**config.mk**
```make
export PLATFORM = sky130hd
export DESIGN_NAME = bst_tap
export DESIGN_NICKNAME = d
export VERILOG_FILES = /design/src/core/bst_pkg.sv /design/src/core/bst_fifo.sv /design/src/core/bst_tap.sv
export SDC_FILE = /design/constraint.sdc
export NUM_CORES = 2
export LEC_CHECK = 0
export CAP_MARGIN = 20
export CORE_MARGIN = 5
export CORE_UTILIZATION = 35
export CTS_CLUSTER_DIAMETER = 150
export DETAILED_ROUTE_END_ITERATION = 10
export DONT_BUFFER_PORTS = 1
export SLEW_MARGIN = 0
export SYNTH_ARGS = -nofsm -noshare
export SYNTH_HDL_FRONTEND = slang
export SYNTH_SLANG_ARGS = --single-unit
```
**constraint.sdc**
```tcl
create_clock -name i_clk -period 2.9 [get_ports i_clk]
set_input_delay 0 -clock i_clk [delete_from_list [all_inputs] [get_ports i_clk]]
set_output_delay 0 -clock i_clk [all_outputs]
set_load 0.03 [all_outputs]
```
**src/core/bst_pkg.sv**
```systemverilog
package bst_pkg;

    // pin and cell counts
    localparam int BST_N_IO      = 68;
    localparam int BST_N_IN      = 4;
    localparam int BST_N_MC      = 64;
    localparam int BST_N_TAP     = 4;

    // boundary chain layout, index 0 sits next to the serial output
    localparam int BST_MC_BASE   = 0;
    localparam int BST_IN_BASE   = BST_MC_BASE + BST_N_MC;
    localparam int BST_IO_BASE   = BST_IN_BASE + BST_N_IN;
    localparam int BST_IO_CELLS  = 3;
    localparam int BST_F_IN      = 0;
    localparam int BST_F_OUT     = 1;
    localparam int BST_F_OE      = 2;
    localparam int BST_BSR_LEN   = BST_IO_BASE + BST_IO_CELLS * BST_N_IO;

    // test port pin positions in the four-pin group
    localparam int BST_P_TDI     = 0;
    localparam int BST_P_TMS     = 1;
    localparam int BST_P_TCK     = 2;
    localparam int BST_P_TDO     = 3;

    // instruction register
    localparam int          BST_IR_LEN     = 4;
    localparam logic [3:0]  BST_IR_CAPTURE = 4'h1;
    localparam logic [3:0]  BST_IR_IDCODE  = 4'h2;
    localparam logic [3:0]  BST_IR_EXTEST  = 4'h0;
    localparam logic [3:0]  BST_IR_SAMPLE  = 4'h1;
    localparam logic [3:0]  BST_IR_HIGHZ   = 4'h3;
    localparam logic [3:0]  BST_IR_BYPASS  = 4'hF;

    // identification word, value is arbitrary (lsb must be one)
    localparam logic [31:0] BST_IDCODE     = 32'h1234_5679;
    localparam int          BST_ID_LEN     = 32;

    // link sample buffer: {tms, tdi} per rising test clock edge
    localparam int BST_FIFO_W     = 2;
    localparam int BST_FIFO_DEPTH = 8;

    typedef enum logic [3:0] {
        ST_TLR, ST_RTI, ST_SEL_DR, ST_CAP_DR, ST_SH_DR, ST_EX1_DR,
        ST_PAU_DR, ST_EX2_DR, ST_UPD_DR, ST_SEL_IR, ST_CAP_IR,
        ST_SH_IR, ST_EX1_IR, ST_PAU_IR, ST_EX2_IR, ST_UPD_IR
    } bst_tap_e;

    typedef enum logic [1:0] {
        SEL_BYP, SEL_ID, SEL_BSR
    } bst_sel_e;

endpackage

```
**src/core/bst_fifo.sv**
```systemverilog
`timescale 1ns/1ps
module bst_fifo #(
    parameter int W     = 2,
    parameter int DEPTH = 8
) (
    input  wire logic         i_clk,
    input  wire logic         i_rst_n,
    input  wire logic         i_in_valid,
    output logic              o_in_ready,
    input  wire logic [W-1:0] i_in_data,
    output logic              o_out_valid,
    input  wire logic         i_out_ready,
    output logic [W-1:0]      o_out_data
);
    localparam int AW = $clog2(DEPTH);

    typedef struct packed {
        logic [DEPTH-1:0][W-1:0] mem;
        logic [AW-1:0]           wptr;
        logic [AW-1:0]           rptr;
        logic [AW:0]             cnt;
    } bst_fifo_s;

    bst_fifo_s s_q;
    bst_fifo_s s_d;
    logic      push;
    logic      pop;

    assign o_in_ready  = (s_q.cnt != (AW+1)'(DEPTH));
    assign o_out_valid = (s_q.cnt != '0);
    assign o_out_data  = s_q.mem[s_q.rptr];
    assign push        = i_in_valid && o_in_ready;
    assign pop         = o_out_valid && i_out_ready;

    always_comb begin
        s_d = s_q;
        if (push) begin
            s_d.mem[s_q.wptr] = i_in_data;
            s_d.wptr          = s_q.wptr + AW'(1);
        end
        if (pop) begin
            s_d.rptr = s_q.rptr + AW'(1);
        end
        if (push && !pop) begin
            s_d.cnt = s_q.cnt + (AW+1)'(1);
        end else if (pop && !push) begin
            s_d.cnt = s_q.cnt - (AW+1)'(1);
        end
    end

    always_ff @(posedge i_clk) begin
        if (!i_rst_n) begin
            s_q <= '0;
        end else begin
            s_q <= s_d;
        end
    end
endmodule // bst_fifo

```
**src/core/bst_tap.sv**
```systemverilog
`timescale 1ns/1ps
module bst_tap
(
    input  wire logic                          i_clk,
    input  wire logic                          i_rst_n,
    input  wire logic                          i_jtag_en,
    input  wire logic                          i_pullup_en,
    input  wire logic [bst_pkg::BST_N_TAP-1:0] i_tap_pin,
    output logic      [bst_pkg::BST_N_TAP-1:0] o_tap_pin_out,
    output logic      [bst_pkg::BST_N_TAP-1:0] o_tap_pin_oe,
    input  wire logic [bst_pkg::BST_N_TAP-1:0] i_usr_tap_out,
    input  wire logic [bst_pkg::BST_N_TAP-1:0] i_usr_tap_oe,
    output logic      [bst_pkg::BST_N_TAP-1:0] o_usr_tap_in,
    output logic                               o_tms_pu,
    output logic                               o_tdi_pu,
    input  wire logic [bst_pkg::BST_N_IO-1:0]  i_pin_in,
    output logic      [bst_pkg::BST_N_IO-1:0]  o_pin_out,
    output logic      [bst_pkg::BST_N_IO-1:0]  o_pin_oe,
    input  wire logic [bst_pkg::BST_N_IN-1:0]  i_ded_in,
    output logic      [bst_pkg::BST_N_IN-1:0]  o_core_ded,
    output logic      [bst_pkg::BST_N_IO-1:0]  o_core_in,
    input  wire logic [bst_pkg::BST_N_IO-1:0]  i_core_out,
    input  wire logic [bst_pkg::BST_N_IO-1:0]  i_core_oe,
    input  wire logic [bst_pkg::BST_N_MC-1:0]  i_mc_state,
    output logic                               o_link_overrun
);
    import bst_pkg::*;

    typedef struct packed {
        bst_tap_e                st;
        logic [BST_IR_LEN-1:0]   ir;
        logic [BST_IR_LEN-1:0]   ir_sh;
        logic [BST_BSR_LEN-1:0]  bsr;
        logic [BST_ID_LEN-1:0]   id_sh;
        logic                    byp;
        logic [BST_N_IO-1:0]     upd_out;
        logic [BST_N_IO-1:0]     upd_oe;
        logic [BST_N_IO-1:0]     sy1_io;
        logic [BST_N_IO-1:0]     sy2_io;
        logic [BST_N_IN-1:0]     sy1_ded;
        logic [BST_N_IN-1:0]     sy2_ded;
        logic [BST_N_TAP-1:0]    sy1_tap;
        logic [BST_N_TAP-1:0]    sy2_tap;
        logic                    tck_prev;
        logic                    busy;
        logic                    tdo;
        logic                    tdo_oe;
        logic [BST_N_TAP-1:0]    tap_out;
        logic [BST_N_TAP-1:0]    tap_oe;
        logic [BST_N_TAP-1:0]    usr_tap_in;
        logic                    tms_pu;
        logic                    tdi_pu;
        logic [BST_N_IO-1:0]     pin_out;
        logic [BST_N_IO-1:0]     pin_oe;
        logic [BST_N_IO-1:0]     core_in;
        logic [BST_N_IN-1:0]     core_ded;
        logic                    overrun;
    } bst_tap_s;

    bst_tap_s               s_q;
    bst_tap_s               s_d;
    logic                   tck_rise;
    logic                   tck_fall;
    logic                   fifo_in_ready;
    logic                   fifo_out_valid;
    logic [BST_FIFO_W-1:0]  fifo_out_data;
    logic                   pop;
    logic                   pop_tms;
    logic                   pop_tdi;

    function automatic bst_tap_e tap_next(input bst_tap_e st,
                                          input logic tms);
        case (st)
            ST_TLR:    tap_next = tms ? ST_TLR    : ST_RTI;
            ST_RTI:    tap_next = tms ? ST_SEL_DR : ST_RTI;
            ST_SEL_DR: tap_next = tms ? ST_SEL_IR : ST_CAP_DR;
            ST_CAP_DR: tap_next = tms ? ST_EX1_DR : ST_SH_DR;
            ST_SH_DR:  tap_next = tms ? ST_EX1_DR : ST_SH_DR;
            ST_EX1_DR: tap_next = tms ? ST_UPD_DR : ST_PAU_DR;
            ST_PAU_DR: tap_next = tms ? ST_EX2_DR : ST_PAU_DR;
            ST_EX2_DR: tap_next = tms ? ST_UPD_DR : ST_SH_DR;
            ST_UPD_DR: tap_next = tms ? ST_SEL_DR : ST_RTI;
            ST_SEL_IR: tap_next = tms ? ST_TLR    : ST_CAP_IR;
            ST_CAP_IR: tap_next = tms ? ST_EX1_IR : ST_SH_IR;
            ST_SH_IR:  tap_next = tms ? ST_EX1_IR : ST_SH_IR;
            ST_EX1_IR: tap_next = tms ? ST_UPD_IR : ST_PAU_IR;
            ST_PAU_IR: tap_next = tms ? ST_EX2_IR : ST_PAU_IR;
            ST_EX2_IR: tap_next = tms ? ST_UPD_IR : ST_SH_IR;
            ST_UPD_IR: tap_next = tms ? ST_SEL_DR : ST_RTI;
            default:   tap_next = ST_TLR;
        endcase
    endfunction

    // unknown codes fall back to the one-bit bypass path
    function automatic bst_sel_e dr_sel(input logic [BST_IR_LEN-1:0] ir);
        case (ir)
            BST_IR_EXTEST, BST_IR_SAMPLE: dr_sel = SEL_BSR;
            BST_IR_IDCODE:                dr_sel = SEL_ID;
            default:                      dr_sel = SEL_BYP;
        endcase
    endfunction

    // only the synchronised copy of the test clock is edge-detected
    assign tck_rise = s_q.sy2_tap[BST_P_TCK] && !s_q.tck_prev;
    assign tck_fall = !s_q.sy2_tap[BST_P_TCK] && s_q.tck_prev;
    // one sample per two clocks keeps the engine simple; tck is far slower
    assign pop      = fifo_out_valid && !s_q.busy;
    assign pop_tms  = fifo_out_data[1];
    assign pop_tdi  = fifo_out_data[0];

    bst_fifo #(
        .W     (BST_FIFO_W),
        .DEPTH (BST_FIFO_DEPTH)
    ) u_fifo (
        .i_clk       (i_clk),
        .i_rst_n     (i_rst_n),
        .i_in_valid  (tck_rise && i_jtag_en),
        .o_in_ready  (fifo_in_ready),
        .i_in_data   ({s_q.sy2_tap[BST_P_TMS], s_q.sy2_tap[BST_P_TDI]}),
        .o_out_valid (fifo_out_valid),
        .i_out_ready (!s_q.busy),
        .o_out_data  (fifo_out_data)
    );

    always_comb begin
        s_d          = s_q;
        s_d.sy1_io   = i_pin_in;
        s_d.sy2_io   = s_q.sy1_io;
        s_d.sy1_ded  = i_ded_in;
        s_d.sy2_ded  = s_q.sy1_ded;
        s_d.sy1_tap  = i_tap_pin;
        s_d.sy2_tap  = s_q.sy1_tap;
        s_d.tck_prev = s_q.sy2_tap[BST_P_TCK];
        s_d.busy     = pop;
        if (tck_rise && i_jtag_en && !fifo_in_ready) begin
            s_d.overrun = 1'b1;
        end
        if (!i_jtag_en) begin
            s_d.st = ST_TLR;
            s_d.ir = BST_IR_IDCODE;
        end else if (pop) begin
            // strobes below are decoded from the controller state, and for boundary-chain capture, data shift and update also from the instruction
            case (s_q.st)
                ST_TLR: begin
                    s_d.ir = BST_IR_IDCODE;
                end
                ST_CAP_DR: begin
                    s_d.byp   = 1'b0;
                    s_d.id_sh = BST_IDCODE;
                    if (dr_sel(s_q.ir) == SEL_BSR) begin
                        for (int k = 0; k < BST_N_MC; k++) begin
                            s_d.bsr[BST_MC_BASE + k] = i_mc_state[k];
                        end
                        for (int k = 0; k < BST_N_IN; k++) begin
                            s_d.bsr[BST_IN_BASE + k] = s_q.sy2_ded[k];
                        end
                        for (int k = 0; k < BST_N_IO; k++) begin
                            s_d.bsr[BST_IO_BASE + BST_IO_CELLS * k
                                    + BST_F_IN]  = s_q.sy2_io[k];
                            s_d.bsr[BST_IO_BASE + BST_IO_CELLS * k
                                    + BST_F_OUT] = i_core_out[k];
                            s_d.bsr[BST_IO_BASE + BST_IO_CELLS * k
                                    + BST_F_OE]  = i_core_oe[k];
                        end
                    end
                end
                ST_SH_DR: begin
                    case (dr_sel(s_q.ir))
                        SEL_BSR: s_d.bsr = {pop_tdi,
                                            s_q.bsr[BST_BSR_LEN-1:1]};
                        SEL_ID:  s_d.id_sh = {pop_tdi,
                                              s_q.id_sh[BST_ID_LEN-1:1]};
                        default: s_d.byp = pop_tdi;
                    endcase
                end
                ST_UPD_DR: begin
                    if (dr_sel(s_q.ir) == SEL_BSR) begin
                        for (int k = 0; k < BST_N_IO; k++) begin
                            s_d.upd_out[k] = s_q.bsr[BST_IO_BASE
                                + BST_IO_CELLS * k + BST_F_OUT];
                            s_d.upd_oe[k]  = s_q.bsr[BST_IO_BASE
                                + BST_IO_CELLS * k + BST_F_OE];
                        end
                    end
                end
                ST_CAP_IR: begin
                    s_d.ir_sh = BST_IR_CAPTURE;
                end
                ST_SH_IR: begin
                    s_d.ir_sh = {pop_tdi, s_q.ir_sh[BST_IR_LEN-1:1]};
                end
                ST_UPD_IR: begin
                    s_d.ir = s_q.ir_sh;
                end
                default: begin
                end
            endcase
            s_d.st = tap_next(s_q.st, pop_tms);
        end
        // serial output moves only on the falling test clock
        if (tck_fall) begin
            s_d.tdo_oe = i_jtag_en
                && (s_q.st == ST_SH_DR || s_q.st == ST_SH_IR);
            if (s_q.st == ST_SH_IR) begin
                s_d.tdo = s_q.ir_sh[0];
            end else begin
                case (dr_sel(s_q.ir))
                    SEL_BSR: s_d.tdo = s_q.bsr[0];
                    SEL_ID:  s_d.tdo = s_q.id_sh[0];
                    default: s_d.tdo = s_q.byp;
                endcase
            end
        end
        if (i_jtag_en) begin
            s_d.tap_out    = '0;
            s_d.tap_oe     = '0;
            s_d.tap_out[BST_P_TDO] = s_q.tdo;
            s_d.tap_oe[BST_P_TDO]  = s_q.tdo_oe;
            s_d.usr_tap_in = '0;
        end else begin
            s_d.tap_out    = i_usr_tap_out;
            s_d.tap_oe     = i_usr_tap_oe;
            s_d.usr_tap_in = s_q.sy2_tap;
        end
        s_d.tms_pu   = i_pullup_en && i_jtag_en;
        s_d.tdi_pu   = i_pullup_en && i_jtag_en;
        s_d.core_in  = s_q.sy2_io;
        s_d.core_ded = s_q.sy2_ded;
        case (s_q.ir)
            BST_IR_EXTEST: begin
                s_d.pin_out = s_q.upd_out;
                s_d.pin_oe  = s_q.upd_oe;
            end
            BST_IR_HIGHZ: begin
                s_d.pin_out = i_core_out;
                s_d.pin_oe  = '0;
            end
            default: begin
                s_d.pin_out = i_core_out;
                s_d.pin_oe  = i_core_oe;
            end
        endcase
    end

    always_ff @(posedge i_clk) begin
        if (!i_rst_n) begin
            s_q    <= '0;
            s_q.ir <= BST_IR_IDCODE;
        end else begin
            s_q <= s_d;
        end
    end

    assign o_tap_pin_out  = s_q.tap_out;
    assign o_tap_pin_oe   = s_q.tap_oe;
    assign o_usr_tap_in   = s_q.usr_tap_in;
    assign o_tms_pu       = s_q.tms_pu;
    assign o_tdi_pu       = s_q.tdi_pu;
    assign o_pin_out      = s_q.pin_out;
    assign o_pin_oe       = s_q.pin_oe;
    assign o_core_in      = s_q.core_in;
    assign o_core_ded     = s_q.core_ded;
    assign o_link_overrun = s_q.overrun;
endmodule // bst_tap

```
# Word level (Yosys, flattened, before mapping)
# Index checks and enable logic that the tools add are counted.
# word_totals
register_bits,857
latch_bits,0
ram_bits,0
rom_bits,0
output_inout_bits,223
word_cells,158
mem_count,0
# classes
n_addsub,4
multipliers,0
n_div,0
order_cmp,3
n_eq_ne,29
shifts,0
mux,43
bitwise,1
n_reduce_logical,38
# ops
op,n
case mux 305 bit (2 select lines),1
two-way mux 272 bit,2
case mux 136 bit (2 select lines),1
case mux 4 bit (12 select lines),1
"== test 4 bit, second input constant",8
two-way mux 2 bit,16
two-way mux 32 bit,1
two-way mux 4 bit,6
bitwise mux 16 bit,1
"== test 4 x 2 -> 1 bit, second input constant",4
"== test 4 x 3 -> 1 bit, second input constant",4
case mux 4 bit (2 select lines),2
two-way mux 12 bit,1
AND reduction 4 bit,3
logical AND 1 bit,11
OR reduction 2 bit,5
"== test 2 bit, second input constant",4
"== test 4 x 1 -> 1 bit, second input constant",2
zero test 4 bit,2
"< comparator 3 x 4 -> 1 bit, second input constant",2
nonzero test 2 bit,4
"adder 3 x 1 -> 3 bit, second input constant",2
binary-select mux 2 bit (select 3 bit),1
demux 2 bit (select 3 bit),1
other kinds (19),33

# Logic depth before layout (Yosys ltp)
# logic_depth
word_depth,10
depth_mapped,12
depth_no_buf,11

# Modules after synthesis
# Synthesis repeated with hierarchy kept, for this count alone.
# hier_totals
cells_unflattened,3413
hier_area_um2,33837.5
# modules_own_cells
module,n_inst,cells_each,area_per_inst_um2,seq_area_each_um2
bst_tap,1,3284,32493.7,16636.0
bst_fifo,1,129,1343.8,520.5

# Worst setup path before layout
# Ideal clock, no wire load.
# synth_path
path_kind,register -> register
from,register u_fifo.s_q[0] in the netlist's numbering
to,register u_fifo.s_q[3] in the netlist's numbering
arrival_time_ns,2.489
t_required_ns,2.829
setup_slack_ns,0.341
stages_incl_launch_ff,12
n_path_buf,1
synth_period_minus_slack_ns,2.559
cell_sequence,dfxtp_1 -> nor3_1 -> a211oi_1 -> clkbuf_1 -> ha_1 -> inv_1 -> ha_1 -> a21o_1 -> a21oi_1 -> xnor2_1 -> or3_1 -> a21oi_1
# synth_via
elab_chain_cells,5
elab_cells_between_ends,13
# synth_lines
element,line,source
"start, declared",bst_fifo.sv:24,bst_fifo_s s_q;
"start signal, assigned",bst_fifo.sv:53,s_q <= '0;
"start signal, assigned",bst_fifo.sv:55,s_q <= s_d;
inequality test 4 bit (*),bst_fifo.sv:29,assign o_in_ready = (s_q.cnt != (AW+1)'(DEPTH));
logical AND 1 bit (*),bst_fifo.sv:32,assign push = i_in_valid && o_in_ready;
named net u_fifo.push,bst_fifo.sv:26,logic push;
zero test 1 bit,bst_fifo.sv:46,end else if (pop && !push) begin
logical AND 1 bit,bst_fifo.sv:46,
nonzero test 2 bit (no line),--,
# Mark *: on every way through the listed nets, which the timed path passes. The rest lies on a longest branch. The select of a mux whose other input is x is not followed.
# A chain may end at the register's enable or synchronous reset.

# Final worst setup path
# layout_path
from,register u_fifo.s_q[0] in the netlist's numbering
to,register u_fifo.s_q[3] in the netlist's numbering
# layout_via
elab_chain_cells,5
elab_cells_between_ends,13
# layout_lines
element
"parallel branches: the longest is 5 deep, another holds subtractor 4 x 1 -> 4 bit"
# Parallel ways; which one is timed is not known. The select of a mux whose other input is x is not followed.

==> impl_metrics.json <==
{
  "status": "finished clean",
  "worst_skew_pair.late_latency_ns": 0.64,
  "drt_first_pass_iters": 5,
  "ioPinCount": 511,
  "holdCritPathClass": "input pin to flop",
  "cts.sinks": 857,
  "fin_cells": 5049,
  "vias": 25500,
  "p_per_area_nw_per_um2": 692,
  "setup_viol": 0,
  "worstSetupStartpointType": "flop",
  "combPwrFrac": 0.056,
  "fp.dieH_um": 313,
  "reg2regPathDepth": 10,
  "yosysTopAreaCellShare": 0.534,
  "grt_pass1_vias": 24700,
  "crit_path_end_kind": "flop",
  "htree_levels": 3,
  "leakage_nw": 14.4,
  "maxCapViolCount": 0,
  "clockPowerShare": 0.481,
  "postLayoutCoreUtil": 0.428,
  "rsz0062_at_grt": "no",
  "yosysSeqAreaShare": 0.534,
  "vias_per_cell": 5.05,
  "worstSetupStartpoint": "u_fifo.s_q[0]",
  "grt_max_degree": 226,
  "ff_latch_area_um2": 17200,
  "path_buf_inv": 1,
  "switching_share": 0.227,
  "grt-ovfl-total": 0,
  "ys_warn_count": 0,
  "synth-async-reset-ratio": 0,
  "fin_crit_ns": 2.49,
  "wirelength_um": 91200,
  "synth_top_cell_by_area": "dfxtp_1",
  "r2r-end": "u_fifo.s_q[3]",
  "cpPeakStageDelay_ns": 0.44,
  "cts_root_buffer": "clkbuf_16",
  "initial_core_util": 0.352,
  "cts_resized": 0,
  "track_usage": 0.178,
  "slowest_stage": "dfxtp_1",
  "syn_inst": 3754,
  "drc": 0,
  "die_x_um": 313,
  "synth_area_leaders": "dfxtp_1 (53%), nand2_1 (11%), a311oi_1 (7.4%)",
  "cts_inserted_buffers": 91,
  "grt_pass1_wl_um": 142000,
  "cts_tree": "yes",
  "stdcell_area_um2": 39100,
  "finalMaxSlewViolations": 0,
  "tns_ns": 0,
  "arrival_ns": 3.06,
  "multi_input_area_um2": 12100,
  "p_int_mw": 20.9,
  "nFillCells": 8668,
  "cp_max_fo": 5,
  "io_buffers": 0,
  "die_area_um2": 98000,
  "synth_edf_count": 0,
  "critical_path.cell_chain": "nor3_1, a211oi_1, ha_1, inv_1, ha_1, a21o_1, a21oi_1, xnor2_1, or3_1, a21oi_1",
  "syn_nets": 4050,
  "coreArea_um2": 91400,
  "path_clk_slew_ns": 0.06,
  "synth_common_cells": "nand2_1 (984), dfxtp_1 (857), nor2_1 (407), a311oi_1 (272), a21oi_1 (235)",
  "antenna_found_initial": 5,
  "dp.cells": 4496,
  "hold_violations": 0,
  "p_seq_frac": 0.463,
  "crit_cells": 10,
  "routedWlPerCell_um": 18.1,
  "ys.flop_type": "dfxtp_1",
  "max_freq_mhz": 402,
  "dp_hpwl_um": 56300,
  "syn_area_um2": 32100,
  "cp.required_ns": 3.47,
  "placed_area_um2": 31800,
  "synth.most_common_cell": "nand2_1",
  "rrSetupSlack_ns": 0.41,
  "final_layout_size_suffix_gt1_frac": 0.0664,
  "finalCritPeriodShare": 0.858,
  "synth_seq_cells": 857,
  "skew_ns": 0.0231,
  "clockBufferDepth": 3,
  "irDropWorstVdd_v": 0.000562,
  "gp_congestion": 0.777,
  "cp_top_family": "compound AO/OA/AOI/OAI gates",
  "p_sw_mw": 6.12,
  "rows": 111,
  "nNetsFinal": 4083,
  "drt-initial-drc-count": 1995,
  "tightest_slew_ns": 0.945,
  "drtAntennaViolNets": 0,
  "critPathCapture": "u_fifo.s_q[3]",
  "worstSetupPathType": "flop to flop",
  "synth_cell_types": 58,
  "reg2reg_from": "u_fifo.s_q[0]",
  "avgSynthCellArea_um2": 8.56,
  "area_delta_synth_final_pct": 21.6,
  "slew_headroom": 0.370
}
==> per-layer routing <==
metal | global-route usage | vias to the layer above | wire length [um]
met5 | 0 | - | 0
met4 | 0.0580 | 0 | 2720
met3 | 0.0402 | 161 | 5350
met2 | 0.302 | 763 | 44000
met1 | 0.226 | 12200 | 39100
li1 | - | 12400 | -
==> power by group through the flow <==
stage          clock network (mW)  logic, mW  registers [mW]
3_5_place_dp                    0      0.964            12.8
5_1_grt                      13.8       1.66            12.5
4_1_cts                      13.3       1.49            12.5
2_1_floorplan                   0       1.23            12.4
3_3_place_gp                    0      0.958            12.8
6_report                     13.0       1.51            12.5
==> flip-flops by register name, summed over array words and instances (netlist names), 4 cells and up <==
register,flops
o_tap_pin_oe,4
o_pin_oe,68
o_core_ded,4
o_tap_pin_out,4
o_core_in,68
o_pin_out,68
s_q,460
u_fifo.s_q,26
o_usr_tap_in,4
s_d,149
==> worst min path at each step <==
| stage | startpoint | cells after the start | to |
|---|---|---|---|
| after detailed placement | i_pin_in[14] | 1 | s_d[257] |
| final | i_pin_in[37] | 2 | s_d[280] |
| after CTS | i_mc_state[10] | 3 | s_q[558] |
| after floorplan | i_tap_pin[0] | 1 | s_d[227] |
| after global routing | i_pin_in[37] | 2 | s_d[280] |
| after global placement | i_pin_in[61] | 1 | s_d[304] |
==> stage by stage <==
| stage | hold slack (ns) | worst slack, ns | total power [mW] |
|---|---|---|---|
| 2_1_floorplan | 0.127 | 0.341 | 13.6 |
| 3_3_place_gp | 0.128 | 0.445 | 13.7 |
| 3_5_place_dp | 0.130 | 0.454 | 13.7 |
| 4_1_cts | 0.000173 | 0.417 | 27.3 |
| 5_1_grt | 0.0100 | 0.168 | 28.0 |
| 6_report | 0.0657 | 0.412 | 27.0 |
==> cells by family (layout without fill, tap and decap cells) <==
logic type	after synthesis	in the layout	synth area share
flops	857	857	0.534
other cells	0	5	0
buf+inv	530	634	0.0913
xor+xnor	8	8	0.00218
simple gates	1717	1717	0.225
fa+ha+maj	8	8	0.00335
compound gates	606	606	0.133
mux	28	28	0.0107
==> layout make-up <==
type	count	area share
antenna	5	0.000320
inverter	8	0.000960
sequential	857	0.439
tap	1186	0.0380
multi-input combinational	2367	0.310
timing repair buffer	462	0.125
clock buffer	122	0.0680
clock inverter	42	0.0188
==> placed cells by master (no fill, tap or decap), drive strengths merged, types with 24 or more instances in the layout <==
| cell | netlist | routed |
|---|---|---|
| a21oi | 235 | 235 |
| nor2 | 408 | 408 |
| dfxtp | 857 | 857 |
| mux2i | 24 | 24 |
| dlygate4sd3 | 0 | 382 |
| clkbuf | 198 | 122 |
| nor3 | 36 | 36 |
| buf | 324 | 80 |
| and2 | 226 | 226 |
| nand2 | 984 | 984 |
| a311oi | 272 | 272 |
| a22oi | 73 | 73 |
==> repair_timing <==
item,CTS,global route
hold buffers,384,0
hold endpoints to repair,747,0
setup buffers,0,0
Note: power is estimated with default switching activity, not from simulation.
